==> src/hw/mpc_pkg.sv <==
// mpc_pkg: message types, octet positions and codes of the multicast path codec
// assumes one clock domain; octet k of a payload holds payload bits [8k+7:8k]
package mpc_pkg;
  typedef enum logic [2:0] {
    MT_PREL_REQ, MT_PREL_CNF, MT_KEEPALIVE, MT_BROKEN,
    MT_RSV_REQ, MT_RSV_CNF, MT_REL_REQ, MT_REL_CNF
  } mpc_msg_e;
  localparam int IDX_W = 9;
  localparam logic [8:0] O_PR_SRC = 9'h0;
  localparam logic [8:0] O_PR_MULTICAST_STREAM_ID = 9'h1;
  localparam logic [8:0] O_PR_CLIENT = 9'h2;
  localparam logic [8:0] O_PR_TAG = 9'h3;
  localparam logic [8:0] O_PR_STATE = 9'h4;
  localparam logic [8:0] O_BL_REP = 9'h1;
  localparam logic [8:0] O_BL_LOST = 9'h2;
  localparam logic [8:0] O_BL_STAT = 9'h3;
  localparam logic [8:0] O_BL_CNT = 9'h4;
  localparam logic [8:0] O_BL_LIST = 9'h5;
  localparam logic [8:0] O_RQ_GAP = 9'h2;
  localparam logic [8:0] O_RQ_BW = 9'h3;
  localparam logic [8:0] O_RQ_RATE = 9'h7;
  localparam logic [8:0] O_RC_STAT = 9'h0;
  localparam logic [8:0] O_RC_NODE = 9'h1;
  localparam logic [8:0] O_LC_MULTICAST_STREAM_ID = 9'h0;
  localparam logic [8:0] L_PR = 9'h5;
  localparam logic [8:0] L_KA = 9'h2;
  localparam logic [8:0] L_RQ = 9'h9;
  localparam logic [8:0] L_RC = 9'h3;
  localparam logic [8:0] L_RL = 9'h2;
  localparam logic [7:0] RELAY_LEFT = 8'h00;
  localparam logic [7:0] RELAY_MEMBER = 8'h01;
  localparam logic [7:0] BL_BROKEN = 8'h00;
  localparam logic [7:0] BL_NO_BIND = 8'h01;
  localparam logic [7:0] BW_APPROVED = 8'h00;
  localparam logic [7:0] BW_DENIED = 8'h01;
  localparam logic [7:0] CODE_MAX = 8'h01;
  localparam logic [7:0] RSV_GAP = 8'h00;

  // total payload length; lists add one octet per entry
  function automatic logic [8:0] msg_len(mpc_msg_e mt, logic [7:0] cnt);
    case (mt)
      MT_PREL_REQ, MT_BROKEN: msg_len = O_BL_LIST + {1'b0, cnt};
      MT_PREL_CNF: msg_len = L_PR;
      MT_RSV_REQ: msg_len = L_RQ;
      MT_RSV_CNF: msg_len = L_RC;
      MT_KEEPALIVE: msg_len = L_KA;
      default: msg_len = L_RL;
    endcase
  endfunction : msg_len
endpackage : mpc_pkg

==> src/hw/mpc_codec.sv <==
// mpc_codec: builds outgoing management payload octets, parses incoming ones
// assumes a byte-wide framer downstream that honours tx_ready/tx_last
`timescale 1ns/1ps
`default_nettype none
module mpc_codec (
  input wire logic ref_clk,
  input wire logic rstn,
  input wire logic cmd_valid,
  output logic cmd_ready,
  input wire logic [2:0] cmd_type,
  input wire logic [7:0] cmd_node,
  input wire logic [7:0] cmd_multicast_stream_id,
  input wire logic [7:0] cmd_peer,
  input wire logic [7:0] cmd_peer2,
  input wire logic cmd_flag,
  input wire logic [7:0] cmd_count,
  input wire logic [31:0] cmd_bw,
  input wire logic [15:0] cmd_rate,
  input wire logic [7:0] cmd_dest,
  input wire logic list_valid,
  output logic list_ready,
  input wire logic [7:0] list_data,
  output logic tx_valid,
  input wire logic tx_ready,
  output logic [7:0] tx_data,
  output logic tx_last,
  output logic [7:0] tx_dest,
  input wire logic rx_valid,
  output logic rx_ready,
  input wire logic [2:0] rx_type,
  input wire logic [7:0] rx_data,
  input wire logic rx_last,
  output logic p_valid,
  output logic [2:0] p_type,
  output logic [7:0] p_node,
  output logic [7:0] p_multicast_stream_id,
  output logic [7:0] p_peer,
  output logic [7:0] p_peer2,
  output logic [7:0] p_tag,
  output logic [7:0] p_code,
  output logic [7:0] p_count,
  output logic [31:0] p_bw,
  output logic [15:0] p_rate,
  output logic p_unsup,
  output logic p_bad_len,
  output logic p_item_valid,
  output logic [7:0] p_item,
  output logic tag_held
);
  typedef enum logic {G_IDLE, G_SEND} mpc_gen_e;

  typedef struct packed {
    mpc_gen_e st;
    mpc_pkg::mpc_msg_e mt;
    logic [8:0] idx, len;
    logic [7:0] node, multicast_stream_id, peer, peer2, tag, code, cnt, dest;
    logic [31:0] bw;
    logic [15:0] rate;
    logic [7:0] r_src, r_multicast_stream_id, r_client, r_tag;
    logic r_have;
    logic ov, ol;
    logic [7:0] od, odest;
    mpc_pkg::mpc_msg_e omt;
  } mpc_gen_s;

  mpc_gen_s s_q, s_d;

  // octet at position idx of the message held in g; list octets come elsewhere
  // the layout is fixed whatever bandplan either node runs
  function automatic logic [7:0] build_octet(mpc_gen_s g);
    build_octet = 8'h00;
    unique case (g.mt)
      mpc_pkg::MT_PREL_CNF: begin
        case (g.idx)
          mpc_pkg::O_PR_SRC: build_octet = g.node;
          mpc_pkg::O_PR_MULTICAST_STREAM_ID: build_octet = g.multicast_stream_id;
          mpc_pkg::O_PR_CLIENT: build_octet = g.peer;
          mpc_pkg::O_PR_TAG: build_octet = g.tag;
          default: build_octet = g.code;
        endcase
      end
      mpc_pkg::MT_BROKEN: begin
        case (g.idx)
          mpc_pkg::O_PR_SRC: build_octet = g.node;
          mpc_pkg::O_BL_REP: build_octet = g.peer;
          mpc_pkg::O_BL_LOST: build_octet = g.peer2;
          mpc_pkg::O_BL_STAT: build_octet = g.code;
          default: build_octet = g.cnt;
        endcase
      end
      mpc_pkg::MT_RSV_REQ: begin
        case (g.idx)
          mpc_pkg::O_PR_SRC: build_octet = g.node;
          mpc_pkg::O_PR_MULTICAST_STREAM_ID: build_octet = g.multicast_stream_id;
          mpc_pkg::O_RQ_GAP: build_octet = mpc_pkg::RSV_GAP;
          mpc_pkg::O_RQ_BW: build_octet = g.bw[7:0];
          mpc_pkg::O_RQ_BW + 9'h1: build_octet = g.bw[15:8];
          mpc_pkg::O_RQ_BW + 9'h2: build_octet = g.bw[23:16];
          mpc_pkg::O_RQ_BW + 9'h3: build_octet = g.bw[31:24];
          mpc_pkg::O_RQ_RATE: build_octet = g.rate[7:0];
          default: build_octet = g.rate[15:8];
        endcase
      end
      mpc_pkg::MT_RSV_CNF: begin
        case (g.idx)
          mpc_pkg::O_RC_STAT: build_octet = g.code;
          mpc_pkg::O_RC_NODE: build_octet = g.node;
          default: build_octet = g.multicast_stream_id;
        endcase
      end
      mpc_pkg::MT_REL_CNF:
        build_octet = (g.idx == mpc_pkg::O_LC_MULTICAST_STREAM_ID) ? g.multicast_stream_id : g.node;
      default:
        build_octet = (g.idx == mpc_pkg::O_PR_SRC) ? g.node : g.multicast_stream_id;
    endcase
  endfunction : build_octet

  logic prs_valid;
  logic [2:0] prs_type;
  logic prs_unsup;
  logic prs_bad;

  mpc_parse u_parse (
    .ref_clk(ref_clk),
    .rstn(rstn),
    .rx_valid(rx_valid),
    .rx_type(rx_type),
    .rx_data(rx_data),
    .rx_last(rx_last),
    .p_valid(prs_valid),
    .p_type(prs_type),
    .p_node(p_node),
    .p_multicast_stream_id(p_multicast_stream_id),
    .p_peer(p_peer),
    .p_peer2(p_peer2),
    .p_tag(p_tag),
    .p_code(p_code),
    .p_count(p_count),
    .p_bw(p_bw),
    .p_rate(p_rate),
    .p_unsup(prs_unsup),
    .p_bad_len(prs_bad),
    .p_item_valid(p_item_valid),
    .p_item(p_item)
  );

  logic load;
  logic list_ph;
  logic gen_ok;
  mpc_pkg::mpc_msg_e ctype;

  always_comb begin
    ctype = mpc_pkg::mpc_msg_e'(cmd_type);
    load = !s_q.ov || tx_ready;
    list_ph = s_q.st == G_SEND && s_q.mt == mpc_pkg::MT_BROKEN && s_q.idx >= mpc_pkg::O_BL_LIST;
    gen_ok = list_ph ? list_valid : 1'b1;
    // confirm is held back until a release request has supplied its tag
    cmd_ready = s_q.st == G_IDLE && (ctype != mpc_pkg::MT_PREL_CNF || s_q.r_have);
    list_ready = list_ph && load;
    s_d = s_q;
    if (load) s_d.ov = 1'b0;
    // latest clean release request; its tag is echoed verbatim
    if (prs_valid && prs_type == 3'(mpc_pkg::MT_PREL_REQ) && !prs_unsup && !prs_bad) begin
      s_d.r_src = p_node;
      s_d.r_multicast_stream_id = p_multicast_stream_id;
      s_d.r_client = p_peer;
      s_d.r_tag = p_tag;
      s_d.r_have = 1'b1;
    end
    unique case (s_q.st)
      G_IDLE: begin
        if (cmd_valid && cmd_ready && ctype != mpc_pkg::MT_PREL_REQ) begin
          s_d.st = G_SEND;
          s_d.mt = ctype;
          s_d.idx = '0;
          s_d.len = mpc_pkg::msg_len(ctype, cmd_count);
          s_d.node = cmd_node;
          s_d.multicast_stream_id = cmd_multicast_stream_id;
          s_d.peer = cmd_peer;
          s_d.peer2 = cmd_peer2;
          s_d.cnt = cmd_count;
          s_d.bw = cmd_bw;
          s_d.rate = cmd_rate;
          s_d.dest = cmd_dest;
          s_d.tag = 8'h00;
          s_d.code = cmd_flag ? mpc_pkg::BW_DENIED : mpc_pkg::BW_APPROVED;
          unique case (ctype)
            mpc_pkg::MT_PREL_CNF: begin
              s_d.node = s_q.r_src;
              s_d.multicast_stream_id = s_q.r_multicast_stream_id;
              s_d.peer = s_q.r_client;
              s_d.tag = s_q.r_tag;
              s_d.code = cmd_flag ? mpc_pkg::RELAY_MEMBER : mpc_pkg::RELAY_LEFT;
            end
            mpc_pkg::MT_BROKEN: begin
              s_d.dest = cmd_node;
              s_d.code = cmd_flag ? mpc_pkg::BL_NO_BIND : mpc_pkg::BL_BROKEN;
            end
            default: ;
          endcase
        end
      end
      G_SEND: begin
        if (load && gen_ok) begin
          s_d.ov = 1'b1;
          s_d.od = list_ph ? list_data : build_octet(s_q);
          s_d.ol = s_q.idx == s_q.len - 9'h1;
          s_d.odest = s_q.dest;
          s_d.omt = s_q.mt;
          s_d.idx = s_q.idx + 9'h1;
          if (s_q.idx == s_q.len - 9'h1) s_d.st = G_IDLE;
        end
      end
    endcase
  end

  always_ff @(posedge ref_clk or negedge rstn) begin
    if (!rstn) s_q <= '0;
    else s_q <= s_d;
  end

  assign tx_valid = s_q.ov;
  assign tx_data = s_q.od;
  assign tx_last = s_q.ol;
  assign tx_dest = s_q.odest;
  assign rx_ready = 1'b1;
  assign p_valid = prs_valid;
  assign p_type = prs_type;
  assign p_unsup = prs_unsup;
  assign p_bad_len = prs_bad;
  assign tag_held = s_q.r_have;

  // octet position of the word on tx_data, for the checks below
  logic [8:0] oc_q;
  always_ff @(posedge ref_clk or negedge rstn) begin
    if (!rstn) oc_q <= '0;
    else if (tx_valid && tx_ready) oc_q <= tx_last ? 9'h0 : oc_q + 9'h1;
  end

  logic hs;
  assign hs = tx_valid && tx_ready;
endmodule : mpc_codec
`default_nettype wire

==> src/hw/mpc_parse.sv <==
// mpc_parse: splits received payload octets into fields and flags oddities
// assumes rx_type stands steady for a whole message and rx_last marks its end
`timescale 1ns/1ps
`default_nettype none
module mpc_parse (
  input wire logic ref_clk,
  input wire logic rstn,
  input wire logic rx_valid,
  input wire logic [2:0] rx_type,
  input wire logic [7:0] rx_data,
  input wire logic rx_last,
  output logic p_valid,
  output logic [2:0] p_type,
  output logic [7:0] p_node,
  output logic [7:0] p_multicast_stream_id,
  output logic [7:0] p_peer,
  output logic [7:0] p_peer2,
  output logic [7:0] p_tag,
  output logic [7:0] p_code,
  output logic [7:0] p_count,
  output logic [31:0] p_bw,
  output logic [15:0] p_rate,
  output logic p_unsup,
  output logic p_bad_len,
  output logic p_item_valid,
  output logic [7:0] p_item
);
  typedef struct packed {
    logic [8:0] idx;
    mpc_pkg::mpc_msg_e mt;
    logic [7:0] node, multicast_stream_id, peer, peer2, tag, code, cnt, item;
    logic [31:0] bw;
    logic [15:0] rate;
    logic unsup, bad_len, done, item_v;
  } mpc_prs_s;

  mpc_prs_s s_q, s_d;

  always_comb begin
    mpc_pkg::mpc_msg_e mt;
    mt = (s_q.idx == '0) ? mpc_pkg::mpc_msg_e'(rx_type) : s_q.mt;
    s_d = s_q;
    s_d.done = 1'b0;
    s_d.item_v = 1'b0;
    if (rx_valid) begin
      if (s_q.idx == '0) begin
        s_d.unsup = 1'b0;
        s_d.mt = mt;
      end
      unique case (mt)
        mpc_pkg::MT_PREL_REQ, mpc_pkg::MT_PREL_CNF: begin
          case (s_q.idx)
            mpc_pkg::O_PR_SRC: s_d.node = rx_data;
            mpc_pkg::O_PR_MULTICAST_STREAM_ID: s_d.multicast_stream_id = rx_data;
            mpc_pkg::O_PR_CLIENT: s_d.peer = rx_data;
            mpc_pkg::O_PR_TAG: s_d.tag = rx_data;
            mpc_pkg::O_PR_STATE: begin
              s_d.code = rx_data;
              s_d.cnt = rx_data;
              if (mt == mpc_pkg::MT_PREL_CNF && rx_data > mpc_pkg::CODE_MAX)
                s_d.unsup = 1'b1;
            end
            default: begin
              s_d.item_v = (mt == mpc_pkg::MT_PREL_REQ);
              s_d.item = rx_data;
            end
          endcase
        end
        mpc_pkg::MT_BROKEN: begin
          case (s_q.idx)
            mpc_pkg::O_PR_SRC: s_d.node = rx_data;
            mpc_pkg::O_BL_REP: s_d.peer = rx_data;
            mpc_pkg::O_BL_LOST: s_d.peer2 = rx_data;
            mpc_pkg::O_BL_STAT: begin
              s_d.code = rx_data;
              if (rx_data > mpc_pkg::CODE_MAX) s_d.unsup = 1'b1;
            end
            mpc_pkg::O_BL_CNT: s_d.cnt = rx_data;
            default: begin
              s_d.item_v = 1'b1;
              s_d.item = rx_data;
            end
          endcase
        end
        mpc_pkg::MT_RSV_REQ: begin
          case (s_q.idx)
            mpc_pkg::O_PR_SRC: s_d.node = rx_data;
            mpc_pkg::O_PR_MULTICAST_STREAM_ID: s_d.multicast_stream_id = rx_data;
            // unspecified octet: not stored; any value but RSV_GAP flags unsup
            mpc_pkg::O_RQ_GAP: if (rx_data != mpc_pkg::RSV_GAP) s_d.unsup = 1'b1;
            mpc_pkg::O_RQ_BW: s_d.bw[7:0] = rx_data;
            mpc_pkg::O_RQ_BW + 9'h1: s_d.bw[15:8] = rx_data;
            mpc_pkg::O_RQ_BW + 9'h2: s_d.bw[23:16] = rx_data;
            mpc_pkg::O_RQ_BW + 9'h3: s_d.bw[31:24] = rx_data;
            mpc_pkg::O_RQ_RATE: s_d.rate[7:0] = rx_data;
            default: s_d.rate[15:8] = rx_data;
          endcase
        end
        mpc_pkg::MT_RSV_CNF: begin
          case (s_q.idx)
            mpc_pkg::O_RC_STAT: begin
              s_d.code = rx_data;
              if (rx_data > mpc_pkg::CODE_MAX) s_d.unsup = 1'b1;
            end
            mpc_pkg::O_RC_NODE: s_d.node = rx_data;
            default: s_d.multicast_stream_id = rx_data;
          endcase
        end
        mpc_pkg::MT_REL_CNF: begin
          if (s_q.idx == mpc_pkg::O_LC_MULTICAST_STREAM_ID) s_d.multicast_stream_id = rx_data;
          else s_d.node = rx_data;
        end
        default: begin
          // keep-alive and release request share octet 0 node, octet 1 stream
          if (s_q.idx == mpc_pkg::O_PR_SRC) s_d.node = rx_data;
          else s_d.multicast_stream_id = rx_data;
        end
      endcase
      if (rx_last) begin
        s_d.done = 1'b1;
        s_d.idx = '0;
        s_d.bad_len = (s_q.idx + 9'h1) != mpc_pkg::msg_len(mt, s_d.cnt);
      end else begin
        s_d.idx = s_q.idx + 9'h1;
      end
    end
  end

  always_ff @(posedge ref_clk or negedge rstn) begin
    if (!rstn) s_q <= '0;
    else s_q <= s_d;
  end

  assign p_valid = s_q.done;
  assign p_type = s_q.mt;
  assign p_node = s_q.node;
  assign p_multicast_stream_id = s_q.multicast_stream_id;
  assign p_peer = s_q.peer;
  assign p_peer2 = s_q.peer2;
  assign p_tag = s_q.tag;
  assign p_code = s_q.code;
  assign p_count = s_q.cnt;
  assign p_bw = s_q.bw;
  assign p_rate = s_q.rate;
  assign p_unsup = s_q.unsup;
  assign p_bad_len = s_q.bad_len;
  assign p_item_valid = s_q.item_v;
  assign p_item = s_q.item;
endmodule : mpc_parse
`default_nettype wire

==> config.mk <==
export PLATFORM = sky130hd
export DESIGN_NAME = mpc_codec
export DESIGN_NICKNAME = d
export VERILOG_FILES = /design/src/hw/mpc_pkg.sv /design/src/hw/mpc_codec.sv /design/src/hw/mpc_parse.sv
export SDC_FILE = /design/constraint.sdc
export NUM_CORES = 1
export LEC_CHECK = 0
export ABC_AREA = 1
export BUFFER_PORTS_ARGS = -buffer_cell sky130_fd_sc_hd__buf_2
export CORE_ASPECT_RATIO = 1.4
export CORE_MARGIN = 2
export CORE_UTILIZATION = 50
export DETAILED_ROUTE_END_ITERATION = 12
export HOLD_SLACK_MARGIN = 0.02
export PLACE_DENSITY = 0.74
export SYNTH_ARGS = -nofsm -noshare
export SYNTH_HDL_FRONTEND = slang
export SYNTH_HIERARCHICAL = 1
export SYNTH_SLANG_ARGS = --single-unit
==> constraint.sdc <==
create_clock -name ref_clk -period 3.14 [get_ports ref_clk]
set_input_delay 0.628 -clock ref_clk [delete_from_list [all_inputs] [get_ports ref_clk]]
set_output_delay 0.628 -clock ref_clk [all_outputs]
set_load 0.01 [all_outputs]
Word level (Yosys, flattened, before mapping)
Index checks and enable logic that the tools add are counted.

Flip-flop bits (word level): 316. Input port bits: 126. Output and inout port bits: 141. Word-level logic and storage cells: 207.

Add/subtract/negate cells: 5. Magnitude comparators: 2. Equal/unequal tests: 45. Mux-type cells: 57. Bitwise operators: 3. Reduce and logical (&&, ||, !) cells: 51.

Operators with widths (count): 134-bit 2-to-1 mux (1); 8-bit 2-to-1 mux (13); 8-bit one-hot mux with 4 select lines (3); 9-bit by 3-bit equality test with 1-bit output, second input constant (8); 9-bit one-hot mux with 4 select lines (2); 8-bit one-hot mux with 8 select lines (1); 8-bit one-hot mux with 2 select lines (3); 21-bit 2-to-1 mux (2); 8-bit one-hot mux with 5 select lines (1); 9-bit by 2-bit equality test with 1-bit output, second input constant (4); 9-bit 2-to-1 mux (4); 16-bit 2-to-1 mux (2); 16-bit one-hot mux with 2 select lines (1); 3-bit equality test, second input constant (8); 24-bit 2-to-1 mux (1); 8-bit one-hot mux with 3 select lines (1); 3-bit AND reduction (8); 3-bit by 8-bit adder with 9-bit output, first input constant (2); 9-bit by 1-bit adder with 9-bit output, second input constant (2); 9-bit by 1-bit equality test with 1-bit output, second input constant (2); 9-bit logical NOT (2); 9-bit one-hot mux with 2 select lines (1); 1-bit 2-to-1 mux (16); 2-bit != test, second input constant (7); 30 further kinds (68).

Depth between registers and ports, before layout
Gate-level depths: netlist of run 1.

Depth in word-level cells: 11. Depth in mapped cells: 24. Gate-level depth less buffers: 24.

By module
The synthesis of run 1 kept the hierarchy.

Modules (own cells, without submodules): mpc_codec (times used 1, cells each 1295, area an instance 9685.5 µm², seq. area each 4454.3 µm²); mpc_parse (times used 1, cells each 811, area an instance 6988.0 µm², seq. area each 3203.1 µm²).

Worst setup path before layout of run 1
No wires, ideal clock.

Path kind: reg2reg. Start point: register u_parse/s_q[119] (netlist bit). End point: register u_parse.s_q (netlist bit u_parse/p_bad_len). Setup time: 117 ps. Arrival time: 2672 ps. Setup slack: 351 ps. Stages on the path, launching flop included: 22. Buffers on the path: 1. Period minus slack after synthesis: 2789 ps. Cells stage by stage: dfrtp_1 > inv_1 > ha_1 > nand2_4 > nor2_8 > nand2_8 > nand2_4 > nand2_4 > buf_8 > nand3_1 > nand3_1 > ha_1 > nand3_1 > nand3_1 > a21oi_1 > nand2_1 > nor2_1 > nand3_1 > nor2_1 > nand3_1 > nor2_1 > nor2_1.

Cells in the longest elaborated chain, start to end: 11.

RTL lines: start, declared (line mpc_parse.sv:37) `mpc_prs_s s_q, s_d;`; start signal, assigned (line mpc_parse.sv:130) `if (!rstn) s_q <= '0;`; start signal, assigned (line mpc_parse.sv:131) `else s_q <= s_d;`; 9-bit logical NOT (line mpc_parse.sv:41) `mt = (s_q.idx == '0) ? mpc_pkg::mpc_msg_e'(rx_type) : s_q.mt;`; 3-bit 2-to-1 mux (line mpc_parse.sv:41); 3-bit by 1-bit equality test with 1-bit output / 3-bit logical NOT (equally long branches) (line mpc_pkg.sv:41, mpc_parse.sv:50); 2-bit OR reduction; 16-bit one-hot mux with 2 select lines (line mpc_parse.sv:50) `unique case (mt)`; 16-bit 2-to-1 mux (line mpc_parse.sv:45) `if (rx_valid) begin`; 3-bit by 8-bit adder with 9-bit output (line mpc_pkg.sv:42) `MT_PREL_REQ, MT_BROKEN: msg_len = O_BL_LIST + {1'b0, cnt};`; 9-bit one-hot mux with 4 select lines (line mpc_pkg.sv:41) `case (mt)`; 9-bit 2-to-1 mux (line mpc_parse.sv:119) `if (rx_last) begin`; 9-bit 2-to-1 mux (line mpc_parse.sv:45); 9-bit != test (*) (line mpc_parse.sv:122) `s_d.bad_len = (s_q.idx + 9'h1) != mpc_pkg::msg_len(mt, s_d.cnt);`.

Every way passes the cells marked *; elsewhere a longest branch is shown, timed or not. The select of a mux whose other input is x is not followed. A chain may end at the register's enable or synchronous reset.

Worst setup path after layout of run 1
Start point: register s_q[181] (netlist bit). End point: output list_ready.

Cells in the longest elaborated chain, start to end: 3.

RTL lines: start, declared (line mpc_codec.sv:66) `mpc_gen_s s_q, s_d;`; start signal, assigned (line mpc_codec.sv:218) `if (!rstn) s_q <= '0;`; start signal, assigned (line mpc_codec.sv:219) `else s_q <= s_d;`; 9-bit by 3-bit greater-or-equal comparator with 1-bit output (line mpc_codec.sv:155) `list_ph = s_q.st == G_SEND && s_q.mt == mpc_pkg::MT_BROKEN && s_q.idx >= mpc_pkg::O_BL_LIST;`; 1-bit logical AND (line mpc_codec.sv:155); 1-bit logical AND (line mpc_codec.sv:159) `list_ready = list_ph && load;`; end, declared (line mpc_codec.sv:21) `output logic list_ready,`.

No other way between the ends.

==> results of run 1 <==
[path summary, 6_finish.rpt]
path,start,endpoint,slack [ns],depth (start not counted)
setup / recovery,s_q[181],list_ready,0.18,8
hold / removal,cmd_bw[1],s_q[71],0.24,3
setup reg to reg,u_parse/s_q[120],u_parse/p_bad_len,0.19,23
hold reg to reg,tx_dest[4],tx_dest[4],0.47,2
max in group asynchronous,rstn,s_q[46],1.76,3
min in group asynchronous,rstn,u_parse/p_bw[23],0.58,2
[report_power, final]
| part | internal (W) | switching [W] |
|---|---|---|
| Combinational | 0.00258 | 0.00476 |
| Sequential | 0.00537 | 0.00105 |
| Clock | 0.00223 | 0.00166 |
| Total | 0.0102 | 0.00747 |
[registers in the layout (all words and copies together), names as in the netlist]
register	flops
s_q	159
u_parse/p_bw	32
u_parse/p_rate	16
u_parse/s_q	9
tx_data	8
tx_dest	8
u_parse/p_code	8
u_parse/p_count	8
u_parse/p_item	8
u_parse/p_multicast_stream_id	8
u_parse/p_node	8
u_parse/p_peer2	8
u_parse/p_peer	8
u_parse/p_tag	8
u_parse/p_type	3
tag_held	1
tx_last	1
tx_valid	1
u_parse/p_bad_len	1
u_parse/p_item_valid	1
u_parse/p_unsup	1
u_parse/p_valid	1
[metal layers]
layer	track usage, %	vias to the layer above	part of all wire (%)
li1	-	6889	-
met1	30.9	6666	38
met2	48.3	440	51
met3	4.72	111	6.4
met4	11.8	0	4.3
met5	0	-	0
[stage by stage]
| stage | std cells | hold slack [ns] | TNS, ns |
|---|---|---|---|
| final | 2704 | 0.243 | 0 |
| after global routing | 2704 | 0.243 | -0.0634 |
| after CTS | 2703 | 0.222 | 0 |
| after detailed placement | 2644 | 0.453 | 0 |
| after global placement | 2644 | 0.449 | 0 |
| after floorplan | 2106 | 0.332 | 0 |
[tightest hold or removal path, stage by stage]
cell                      delay, ns
sky130_fd_sc_hd__buf_2         0.08
sky130_fd_sc_hd__nand2_1       0.04
sky130_fd_sc_hd__nand2_1       0.04
[what timing repair did]
action	CTS	global route
gates resized for setup	1	3
buffers inserted	0	1
endpoints found under the setup margin	1	2
pin swaps	0	2
endpoints found under the hold margin	29	0
hold buffers	1	0
[area by class of cell]
type | count | area (sq um) | area share (%)
multi-input cells | 1414 | 6950 | 37.3
clock inverters | 20 | 238 | 1.27
well taps | 445 | 557 | 2.98
flip-flops and latches | 306 | 7660 | 41.0
inverters | 167 | 629 | 3.37
clock buffers | 38 | 832 | 4.46
repair buffers | 314 | 1790 | 9.62
[synthesized netlist by cell type (all sizes together)]
cell type	instances	share of area, %
dfrtp	306	46
a2111oi	2	0.33
a31oi	2	0.075
nor3	10	0.30
xor2	19	1.0
a22o	1	0.053
conb	1	0.022
or2	4	0.15
xnor2	5	0.26
ha	11	0.83
a21oi	51	1.6
o31ai	7	0.32
nor2	197	5.4
inv	167	3.8
buf	171	7.7
clkbuf	48	1.1
nand2	659	16
and2	1	0.038
o211ai	23	1.0
nand4	30	1.1
o32ai	1	0.053
o22ai	13	0.49
o21ai	201	6.2
mux2	11	0.74
o221ai	1	0.053
xnor3	1	0.14
nor4	7	0.44
nand3	155	4.8
nand3b	1	0.045
[cells by family (layout without fill, tap and decap cells)]
group | Yosys count | count (layout)
AOI/OAI and AO/OA | 302 | 302
adders and majority gates | 11 | 11
buffers and inverters | 386 | 539
DFF | 306 | 306
xor gates and xnor gates | 25 | 25
and+or+nand+nor | 1064 | 1064
muxes | 11 | 11
other | 1 | 1
==> run summary, run 1 <==
The flow ran to the end, and the final reports show no timing, DRC or antenna violations. The delay of the slowest cell on the worst path came out at 0.47 ns. The total of flip-flops plus latches after synthesis is 306. The area of the core came out at 33000 sq um.

The number of search-and-repair iterations in the first detailed-routing pass is 7. TritonCTS built the clock tree. Setup violations remaining at the end of the flow were counted as 0. Buffers inserted during clock tree synthesis total 31. The ratio of cells with drive above 1 in the final layout is 21.2%. The mean instance size in the synthesized netlist is 7.92 sq um. The number of fill cells is 3159.

The I/O pin count is 267. The worst max-slew margin expressed relative to the limit is 32.9%. The share of the synthesized netlist area taken by xor and xnor gates came out at 1.40%. The worst path meets setup with 0.178 ns of slack. Counting every instance in the synthesized netlist gives 2106.

The floorplan step set the die width to 158 um. The final critical path takes up 94.3% of the cycle. The yosys synthesis warning count is 6.

The worst-margin pin slew came out at 1.00 ns. The worst hold path class is in2reg. The post-layout net count came out at 2371. The initial DRC count came out at 841. STA puts the critical path data arrival time at 2.33 ns.

The buffer type at the clock tree root is sky130_fd_sc_hd__clkbuf_16. Based on the critical path, the design can be clocked at up to 338 MHz. The count of final hold-check violations is 0. The worst-skew pair later-pin latency came out at 0.59 ns. The final antenna diode count came out at 0. The synthesized netlist contains 47 unique library cells.

In this run the vertical extent of the chip is 220 um. The final standard cell utilization of the core is 56.5%. The worst-path maximum fanout came out at 19. The placed wire-length estimate after detailed placement is 35400 um.

Using the TritonRoute via totals, the vias-per-cell ratio works out to 5.22. Summing the areas of all fa, ha and maj instances in the mapped netlist gives 0.825% of the synthesized area. The via count of the first global-routing pass came to 13600. Entering global routing, the biggest net connects 75 pins.

The kind of critical path is reg2out. After synthesis, the largest family of logic cells by area is simple AND/OR/NAND/NOR gates. At the end of routability-driven placement, the weighted congestion stood at 0.936. Leaving out fill and tap cells, the most frequent cell in the layout is sky130_fd_sc_hd__nand2_1. The standard cell area after detailed placement came out at 17600 sq um. The time the final worst path needs with I/O delays and setup came out at 2.96 ns. The residual antenna-violating net count after detailed routing came out at 0.

In the layout the commonest cells are 627 x sky130_fd_sc_hd__nand2_1, 306 x sky130_fd_sc_hd__dfrtp_1, 264 x sky130_fd_sc_hd__buf_2, 178 x sky130_fd_sc_hd__o21ai_0, 177 x sky130_fd_sc_hd__nor2_1. With fillers left out, the area of the finished cells amounts to 18700 sq um. The final routed DRC violation total is 0. The worst ir drop on vdd is 718 uV. The number of port buffers is 265. The portion of synthesized area spent on multiplexers is 0.743%. The largest individual stage delay along the critical path comes from the cell sky130_fd_sc_hd__dfrtp_1. Counting along the longest clock path gives a buffer depth of 3. The completed layout was analyzed and its total power is 0.0177 W. For this block, the via count after detailed routing is 14100. The required time of the worst setup path came out at 2.51 ns. Global routing used 26.8% of the available tracks across all layers. The first-pass GRT wire length is 72600 um. The number of maximum-capacitance constraint violations came out at 0. The clock net in this run drives a total of 306 sinks.

The largest clock skew in the final design came out at 0.0187 ns. The signal on the critical path passes through nor2_4 > nand2_4 > nor2_8 > nand2_1 > nand3_2 > nand3_4 > nor2_1 > buf_2. The effective utilization at floorplan came out at 50.5%.

The sum of buffers and inverters on the critical path is 1. The leakage power figure came out at 9.69 nW. The number of max-slew violations in the final report was 0. The clock-pin transition on the worst setup and hold timing paths came out at 0.06 ns. Global routing finished with a remaining overflow of 0. The synthesis-to-finish area growth came out at 11.9%.

The initial antenna violation count came out at 0. STA classifies the critical path endpoint as an output pin. The type of origin of the critical path is a flip-flop.

The fraction of the yosys area taken by sequential cells came out at 45.9%. The number of nets in the synthesized netlist is 2243. The overall routed net length came out at 47100 um.

The pre-CTS setup slack is 0.183 ns. The cell area power density is 946 nW/um^2. Setup repair after global routing could not meet its margin everywhere. The post-synth design cell area is 16700 sq um. Summing the areas of all compound-gate instances in the mapped netlist gives 10.3% of the synthesized area. The detailed-route wire length per cell came out at 17.4 um.

The standard-cell row count is 79. In this run the number of H-tree levels came out at 1. The total die area came out at 34800 sq um. The post-synthesis share of cell area spent on and, or, nand and nor gates is 28.3%. The critical path's top delay family is simple AND/OR/NAND/NOR gates.
Power figures use the tool's default switching activity.
==> inputs of run 2 (changes only) <==
- CORE_UTILIZATION: 50 -> 58
- PLACE_DENSITY: 0.74 -> 0.84
==> run summary, run 2 (synthesis gave the netlist of run 1 again) <==
The run finished with clean final reports. The effective utilization at floorplan is 58.9% (+8.4 points). The setup violation total in the final timing report is 0 (unchanged). The tree is rooted in a sky130_fd_sc_hd__clkbuf_16.

STA classifies the critical path startpoint as a flip-flop. The floorplan die width was 147 um (-7.0%). The standard-cell row count came out at 73 (-7.6%). The standard cell area after detailed placement is 17500 sq um (-0.58%).

The number of vias after detailed routing came out at 14300 (+1.1%). The total global routing overflow came to 0 (unchanged). The synthesis-to-finish area growth is 10.7%. The worst register-to-register path begins at u_parse/s_q[120]. The cell area power density came out at 946 nW/um^2 (about the same). The residual antenna-violating net count after detailed routing came to 0 (unchanged). The path with the worst hold slack has its endpoint at s_q[73]. The initial antenna violation count is 0 (unchanged).

The peak clock frequency supported by timing is 337 MHz (-0.18%). The clock tree buffer depth is 3 (unchanged). The arrival time at the worst endpoint is 3.44 ns (+1.11 ns). The placed wire-length estimate after detailed placement came out at 34800 um (-1.8%). The overall routed net length came out at 47000 um (about the same).

The worst-path maximum fanout is 9 (-10). The final routed DRC violation total came to 0 (unchanged). The number of buffers created by CTS was 29 (-6.5%).

The worst ir drop on vdd is 509 uV (-29%). The initial DRC count is 891 (+5.9%). The leakage power figure is 9.65 nW (-0.41%). More flip-flops sit in one register than any other, and that register is s_q. The count of cells along the worst register-to-register path is 23 (unchanged). The time the final worst path needs with I/O delays and setup is 2.97 ns (+0.00543 ns).

The endpoint identified for the worst register-to-register timing path is u_parse/p_bad_len. The total non-filler cell area in the finished layout is 18500 sq um (-1.1%). The worst-skew pair later-pin latency came out at 0.58 ns (about the same). The ratio of cells with drive above 1 in the final layout was 21.1% (-0.15 points). The worst hold path class is in2reg.

The number of port buffers came to 265 (unchanged). The clock sink total came out at 306 (unchanged). The largest clock skew in the final design came out at 0.00921 ns (-0.00953 ns). The final antenna diode count is 0 (unchanged). The via count of the first global-routing pass came to 14200 (+4.0%). The pre-CTS setup slack came to 0.143 ns (-0.0402 ns).

The post-route clock period utilization is 94.5% (+0.17 points). The number of levels in the clock H-tree is 1 (unchanged). The global-route total usage across every layer was 31.1% (+4.3 points). The aggregate negative setup slack is 0 ns (unchanged). The post-layout net count came out at 2372 (+0.042%). The via count normalized by instance count came out at 5.42 (+3.9%). The worst setup path is captured at a flip-flop. The count of cells along the worst hold path was 3 (unchanged). The I/O pin count was 267 (unchanged). Leaving out fill and tap cells, the most frequent cell in the layout is sky130_fd_sc_hd__nand2_1. Setup repair after global routing could not meet its margin everywhere. The number of max-slew violations in the final report is 0 (unchanged). The total die area was 30100 sq um (-14%). The final standard cell utilization of the core is 65.2% (+8.6 points). The area of the core was 28300 sq um (-14%). The final RePlAce weighted congestion came to 0.942 (+0.63%). In the layout the commonest cells are 627 x sky130_fd_sc_hd__nand2_1, 306 x sky130_fd_sc_hd__dfrtp_1, 264 x sky130_fd_sc_hd__buf_2, 178 x sky130_fd_sc_hd__o21ai_0, 177 x sky130_fd_sc_hd__nor2_1.

The register-to-register setup slack came out at 0.17 ns (-0.02 ns). The count of final hold-check violations is 0 (unchanged). The first-pass GRT wire length came out at 74000 um (+2.0%). The number of flip-flops under the largest register name is 159 (unchanged). The worst max-slew margin expressed relative to the limit is 51.1% (+18 points). TritonCTS built the clock tree. The worst-margin pin slew came out at 0.727 ns (-0.278 ns). The setup path with the least slack is of type reg2reg.

The number of search-and-repair iterations in the first detailed-routing pass is 6 (-1). The die span in y came out at 205 um (-7.0%). The slack of the critical path came out at 0.173 ns (-0.00543 ns). The largest net degree at the start of global routing came out at 75 (unchanged). The smallest hold slack came to 0.241 ns (-0.00116 ns). The number of maximum-capacitance constraint violations is 0 (unchanged).

The required time of the worst setup path came out at 3.62 ns (+1.11 ns). The detailed-route wire length per cell came out at 17.9 um (+2.7%). The clock-pin transition on the worst setup and hold timing paths came out at 0.07 ns (about the same). The worst hold path begins at cmd_bw[3].
-- run 2: cell count changes in the layout (fill, tap and decap cells not counted), sizes merged --
| cell | previous run | this run |
|---|---|---|
| buf | 313 | 316 |
| inv | 171 | 168 |
| clkbuf | 38 | 40 |
| clkinv | 7 | 6 |
| clkinvlp | 5 | 3 |
| bufinv | 4 | 2 |
-- run 2: critical path, cell delays in order (launching register included) --
cell                      delay, ns
sky130_fd_sc_hd__dfrtp_1       0.41
sky130_fd_sc_hd__inv_2         0.10
sky130_fd_sc_hd__ha_2          0.19
sky130_fd_sc_hd__nand2_4       0.07
sky130_fd_sc_hd__nor2_8        0.17
sky130_fd_sc_hd__nand3_2       0.12
sky130_fd_sc_hd__nand2_4       0.16
sky130_fd_sc_hd__nand2_8       0.10
sky130_fd_sc_hd__nand2_8       0.11
sky130_fd_sc_hd__nand2_8       0.08
sky130_fd_sc_hd__nand2_1       0.09
sky130_fd_sc_hd__nand2_2       0.07
sky130_fd_sc_hd__ha_1          0.27
sky130_fd_sc_hd__nand3_1       0.09
sky130_fd_sc_hd__nand2_1       0.08
sky130_fd_sc_hd__nand2_1       0.04
sky130_fd_sc_hd__a21oi_1       0.11
sky130_fd_sc_hd__nand2_1       0.06
sky130_fd_sc_hd__nor2_1        0.10
sky130_fd_sc_hd__nand3_1       0.09
sky130_fd_sc_hd__nor2_1        0.09
sky130_fd_sc_hd__nand3_1       0.08
sky130_fd_sc_hd__nor2_1        0.10
sky130_fd_sc_hd__nor2_1        0.05
-- run 2: power by group --
group / switching (W) / internal, W / leakage (nW)
clock: 0.00156 / 0.00201 / 0.468
combinational: 0.00487 / 0.00261 / 5.23
sequential: 0.00103 / 0.00537 / 3.95
total: 0.00746 / 0.00999 / 9.65
-- run 2: routing by layer --
metal	up-vias	share of wire (%)	GRT usage, %
met5	-	0	0
met4	0	4.9	15.5
met3	126	6.3	5.90
met2	497	51	55.8
met1	6772	38	35.3
li1	6862	-	-
-- run 2: final cells by class --
| class | count | area, sq um |
|---|---|---|
| Inverter | 167 | 629 |
| Sequential cell | 306 | 7660 |
| Timing Repair Buffer | 317 | 1780 |
| Tap cell | 375 | 469 |
| Clock inverter | 12 | 133 |
| Clock buffer | 40 | 827 |
| Fill cell | 2419 | 9860 |
| Multi-Input combinational cell | 1414 | 6960 |
-- run 2: worst max path at each step --
stage	startpoint	to	slack, ns	cells past startpoint
finish	u_parse/s_q[120]	u_parse/p_bad_len	0.17	23
global route	u_parse/s_q[119]	u_parse/p_bad_len	-0.05	23
CTS	s_q[176]	list_ready	0.05	9
detailed placement	u_parse/s_q[120]	u_parse/p_bad_len	0.14	23
global placement	u_parse/s_q[120]	u_parse/p_bad_len	0.19	23
floorplan	u_parse/s_q[119]	u_parse/p_bad_len	0.35	21
-- run 2: stage by stage --
step                power [W]  std cells
floorplan              0.0119       2106
global placement       0.0136       2577
detailed placement     0.0138       2577
CTS                    0.0174       2630
global route           0.0186       2631
finish                 0.0175       2631
-- run 2: timing repair --
action	4_1_cts	5_1_grt
pin swaps	0	3
endpoints found under the setup margin	1	2
hold endpoints to repair	10	0
buffers inserted	0	1
gates resized for setup	1	3
hold buffers	1	0
==> inputs of run 3 (changes only) <==
- CORE_ASPECT_RATIO: 1.4 -> default
==> run summary, run 3 (synthesis gave the netlist of run 1 again) <==
The via count normalized by instance count is 5.45 (+0.54%). The number of port buffers is 265 (unchanged). The largest net degree at the start of global routing came out at 80 (+6.7%). The global-route total usage across every layer came out at 30.6% (-0.49 points).

The total die area came out at 30100 sq um (about the same). The area of the core came out at 28500 sq um (+0.55%). The clock sink total came out at 306 (unchanged).

In this run the clock root is driven by a sky130_fd_sc_hd__clkbuf_16. The synthesis-to-finish area growth is 11.4%. The standard-cell row count came out at 62 (-15%). The detailed-route wire length per cell is 17.5 um (-2.1%).

The worst ir drop on vdd is 522 uV (+2.5%). The worst setup path is of the reg2reg kind. The setup violation total in the final timing report is 0 (unchanged). The worst-path maximum fanout came out at 9 (unchanged). The clock-pin transition on the worst setup and hold timing paths is 0.06 ns (about the same). The residual antenna-violating net count after detailed routing came out at 0 (unchanged). The worst-margin pin slew came to 0.758 ns (+0.0316 ns). The arrival time at the worst endpoint is 3.39 ns (-0.05 ns). The ratio of cells with drive above 1 in the final layout is 21.5% (+0.38 points). The area of the multi-input gates is 6970 sq um (+0.25%). The I/O pin count is 267 (unchanged). The post-route clock period utilization is 93.5% (-0.99 points).

The placed wire-length estimate after detailed placement was 33700 um (-3.0%). The count of final hold-check violations came out at 0 (unchanged). The overall routed net length was 46400 um (-1.5%). The total non-filler cell area in the finished layout is 18600 sq um (+0.71%). The number of maximum-capacitance constraint violations came out at 0 (unchanged).

The floorplan die width is 174 um (+18%). The most frequent standard cell in the layout excluding fill and tap cells is sky130_fd_sc_hd__nand2_1. The count of cells along the worst register-to-register path is 23 (unchanged).

The post-layout net count is 2377 (+0.21%). The overall power is 0.0176 W (+0.75%). The number of max-slew violations in the final report is 0 (unchanged). The filler-free cell count of the finished design came out at 2647 (+0.61%). The time the final worst path needs with I/O delays and setup came to 2.94 ns (-0.0310 ns). The number of levels in the clock H-tree is 1 (unchanged). The final routed DRC violation total came to 0 (unchanged). The leakage power figure is 9.71 nW (+0.63%). The final antenna diode count is 0 (unchanged).

The number of fill cells came out at 2448 (+1.2%). The flow ran to the end, and the final reports show no timing, DRC or antenna violations. The largest clock skew in the final design was 0.0123 ns (+0.00305 ns). The die span in y was 174 um (-15%). The type of destination of the critical path is a flip-flop. The number of search-and-repair iterations in the first detailed-routing pass came out at 6 (unchanged). The worst-skew pair later-pin latency is 0.58 ns (about the same). The number of flip-flops under the largest register name was 159 (unchanged). The worst max-slew margin expressed relative to the limit was 49.3% (-1.8 points). The number of buffers created by CTS came out at 31 (+6.9%).

The initial DRC count is 1313 (+47%). The clock tree buffer depth is 3 (unchanged). The peak clock frequency supported by timing is 341 MHz (+1.1%). More flip-flops sit in one register than any other, and that register is s_q. The first-pass GRT wire length came out at 74200 um (+0.28%). The number of vias after detailed routing is 14400 (+1.2%). The cell area power density was 946 nW/um^2 (about the same). The effective utilization at floorplan is 58.6% (-0.32 points). In the layout the commonest cells are 626 x sky130_fd_sc_hd__nand2_1, 306 x sky130_fd_sc_hd__dfrtp_1, 264 x sky130_fd_sc_hd__buf_2, 178 x sky130_fd_sc_hd__o21ai_0, 177 x sky130_fd_sc_hd__nor2_1.

The initial antenna violation count is 0 (unchanged). The via count of the first global-routing pass came out at 14200 (+0.18%). TritonCTS built the clock tree.

The path class of the tightest hold or removal check is in2async. The number of buffers added to fix hold violations after cts is 0 (-1). The placed instance count is 2582 (+0.19%). The final RePlAce weighted congestion is 0.919 (-2.4%). The total global routing overflow came out at 0 (unchanged). The worst setup path is launched from a flip-flop.

The required time of the worst setup path was 3.60 ns (-0.02 ns). The standard cell area after detailed placement came to 17400 sq um (-0.11%). The register cell area after layout is 7660 sq um (unchanged).
run 3: final cells by class:
cell class                      count  area share (%)
Tap cell                          384            2.59
Inverter                          167            3.39
Multi-Input combinational cell   1414            37.5
Clock buffer                       46            5.02
Timing Repair Buffer              320            9.68
Clock inverter                     10           0.586
Sequential cell                   306            41.2
run 3: worst max-delay path, cell delays in order, from the launching register on:
cell and delay [ns]:
sky130_fd_sc_hd__dfrtp_1 0.41, sky130_fd_sc_hd__inv_2 0.09, sky130_fd_sc_hd__ha_2 0.19, sky130_fd_sc_hd__nand2_4 0.07
sky130_fd_sc_hd__nor2_8 0.20, sky130_fd_sc_hd__nand3_2 0.13, sky130_fd_sc_hd__nand2_4 0.15, sky130_fd_sc_hd__nand2_8 0.09
sky130_fd_sc_hd__nand2_8 0.11, sky130_fd_sc_hd__nand2_8 0.08, sky130_fd_sc_hd__nand2_2 0.08, sky130_fd_sc_hd__nand2_2 0.06
sky130_fd_sc_hd__ha_1 0.27, sky130_fd_sc_hd__nand3_1 0.09, sky130_fd_sc_hd__nand2_1 0.08, sky130_fd_sc_hd__nand2_1 0.05
sky130_fd_sc_hd__a21oi_1 0.12, sky130_fd_sc_hd__nand2_1 0.06, sky130_fd_sc_hd__nor2_1 0.09, sky130_fd_sc_hd__nand3_1 0.09
sky130_fd_sc_hd__nor2_1 0.09, sky130_fd_sc_hd__nand3_1 0.08, sky130_fd_sc_hd__nor2_1 0.09, sky130_fd_sc_hd__nor2_1 0.05
run 3: per-stage QoR:
stage	TNS [ns]	hold slack [ns]	setup slack [ns]	util, %
floorplan	0	0.332	0.351	-
global placement	0	0.448	0.151	61.3
detailed placement	0	0.454	0.135	61.3
CTS	0	0.0548	0.100	64.9
global route	-0.0131	0.0763	-0.0131	65.3
finish	0	0.0307	0.204	65.3
run 3: routing by layer:
metal | wire length [um] | GRT usage [%] | vias up
li1 | - | - | 6901
met1 | 19000 | 39.3 | 6808
met2 | 22000 | 51.3 | 598
met3 | 3590 | 6.32 | 112
met4 | 1660 | 11.1 | 2
met5 | 42 | 1.28 | -
run 3: what timing repair did:
item / 4_1_cts / 5_1_grt
setup buffers: 0 / 9
resized for setup: 0 / 7
endpoints found under the setup margin: 0 / 1
run 3: path summary, 6_finish.rpt:
kind                       slack (ns)        startpoint           endpoint
max                              0.20  u_parse/s_q[120]  u_parse/p_bad_len
min                              0.03              rstn           s_q[108]
max reg2reg                      0.20  u_parse/s_q[120]  u_parse/p_bad_len
min reg2reg                      0.47        tx_dest[3]         tx_dest[3]
max in group asynchronous        2.26              rstn            s_q[39]
min in group ref_clk             0.25        cmd_bw[30]           s_q[100]
run 3: power by group:
part | internal (W) | switching [W]
sequential | 0.00538 | 0.00104
clock | 0.00220 | 0.00157
combinational | 0.00258 | 0.00481
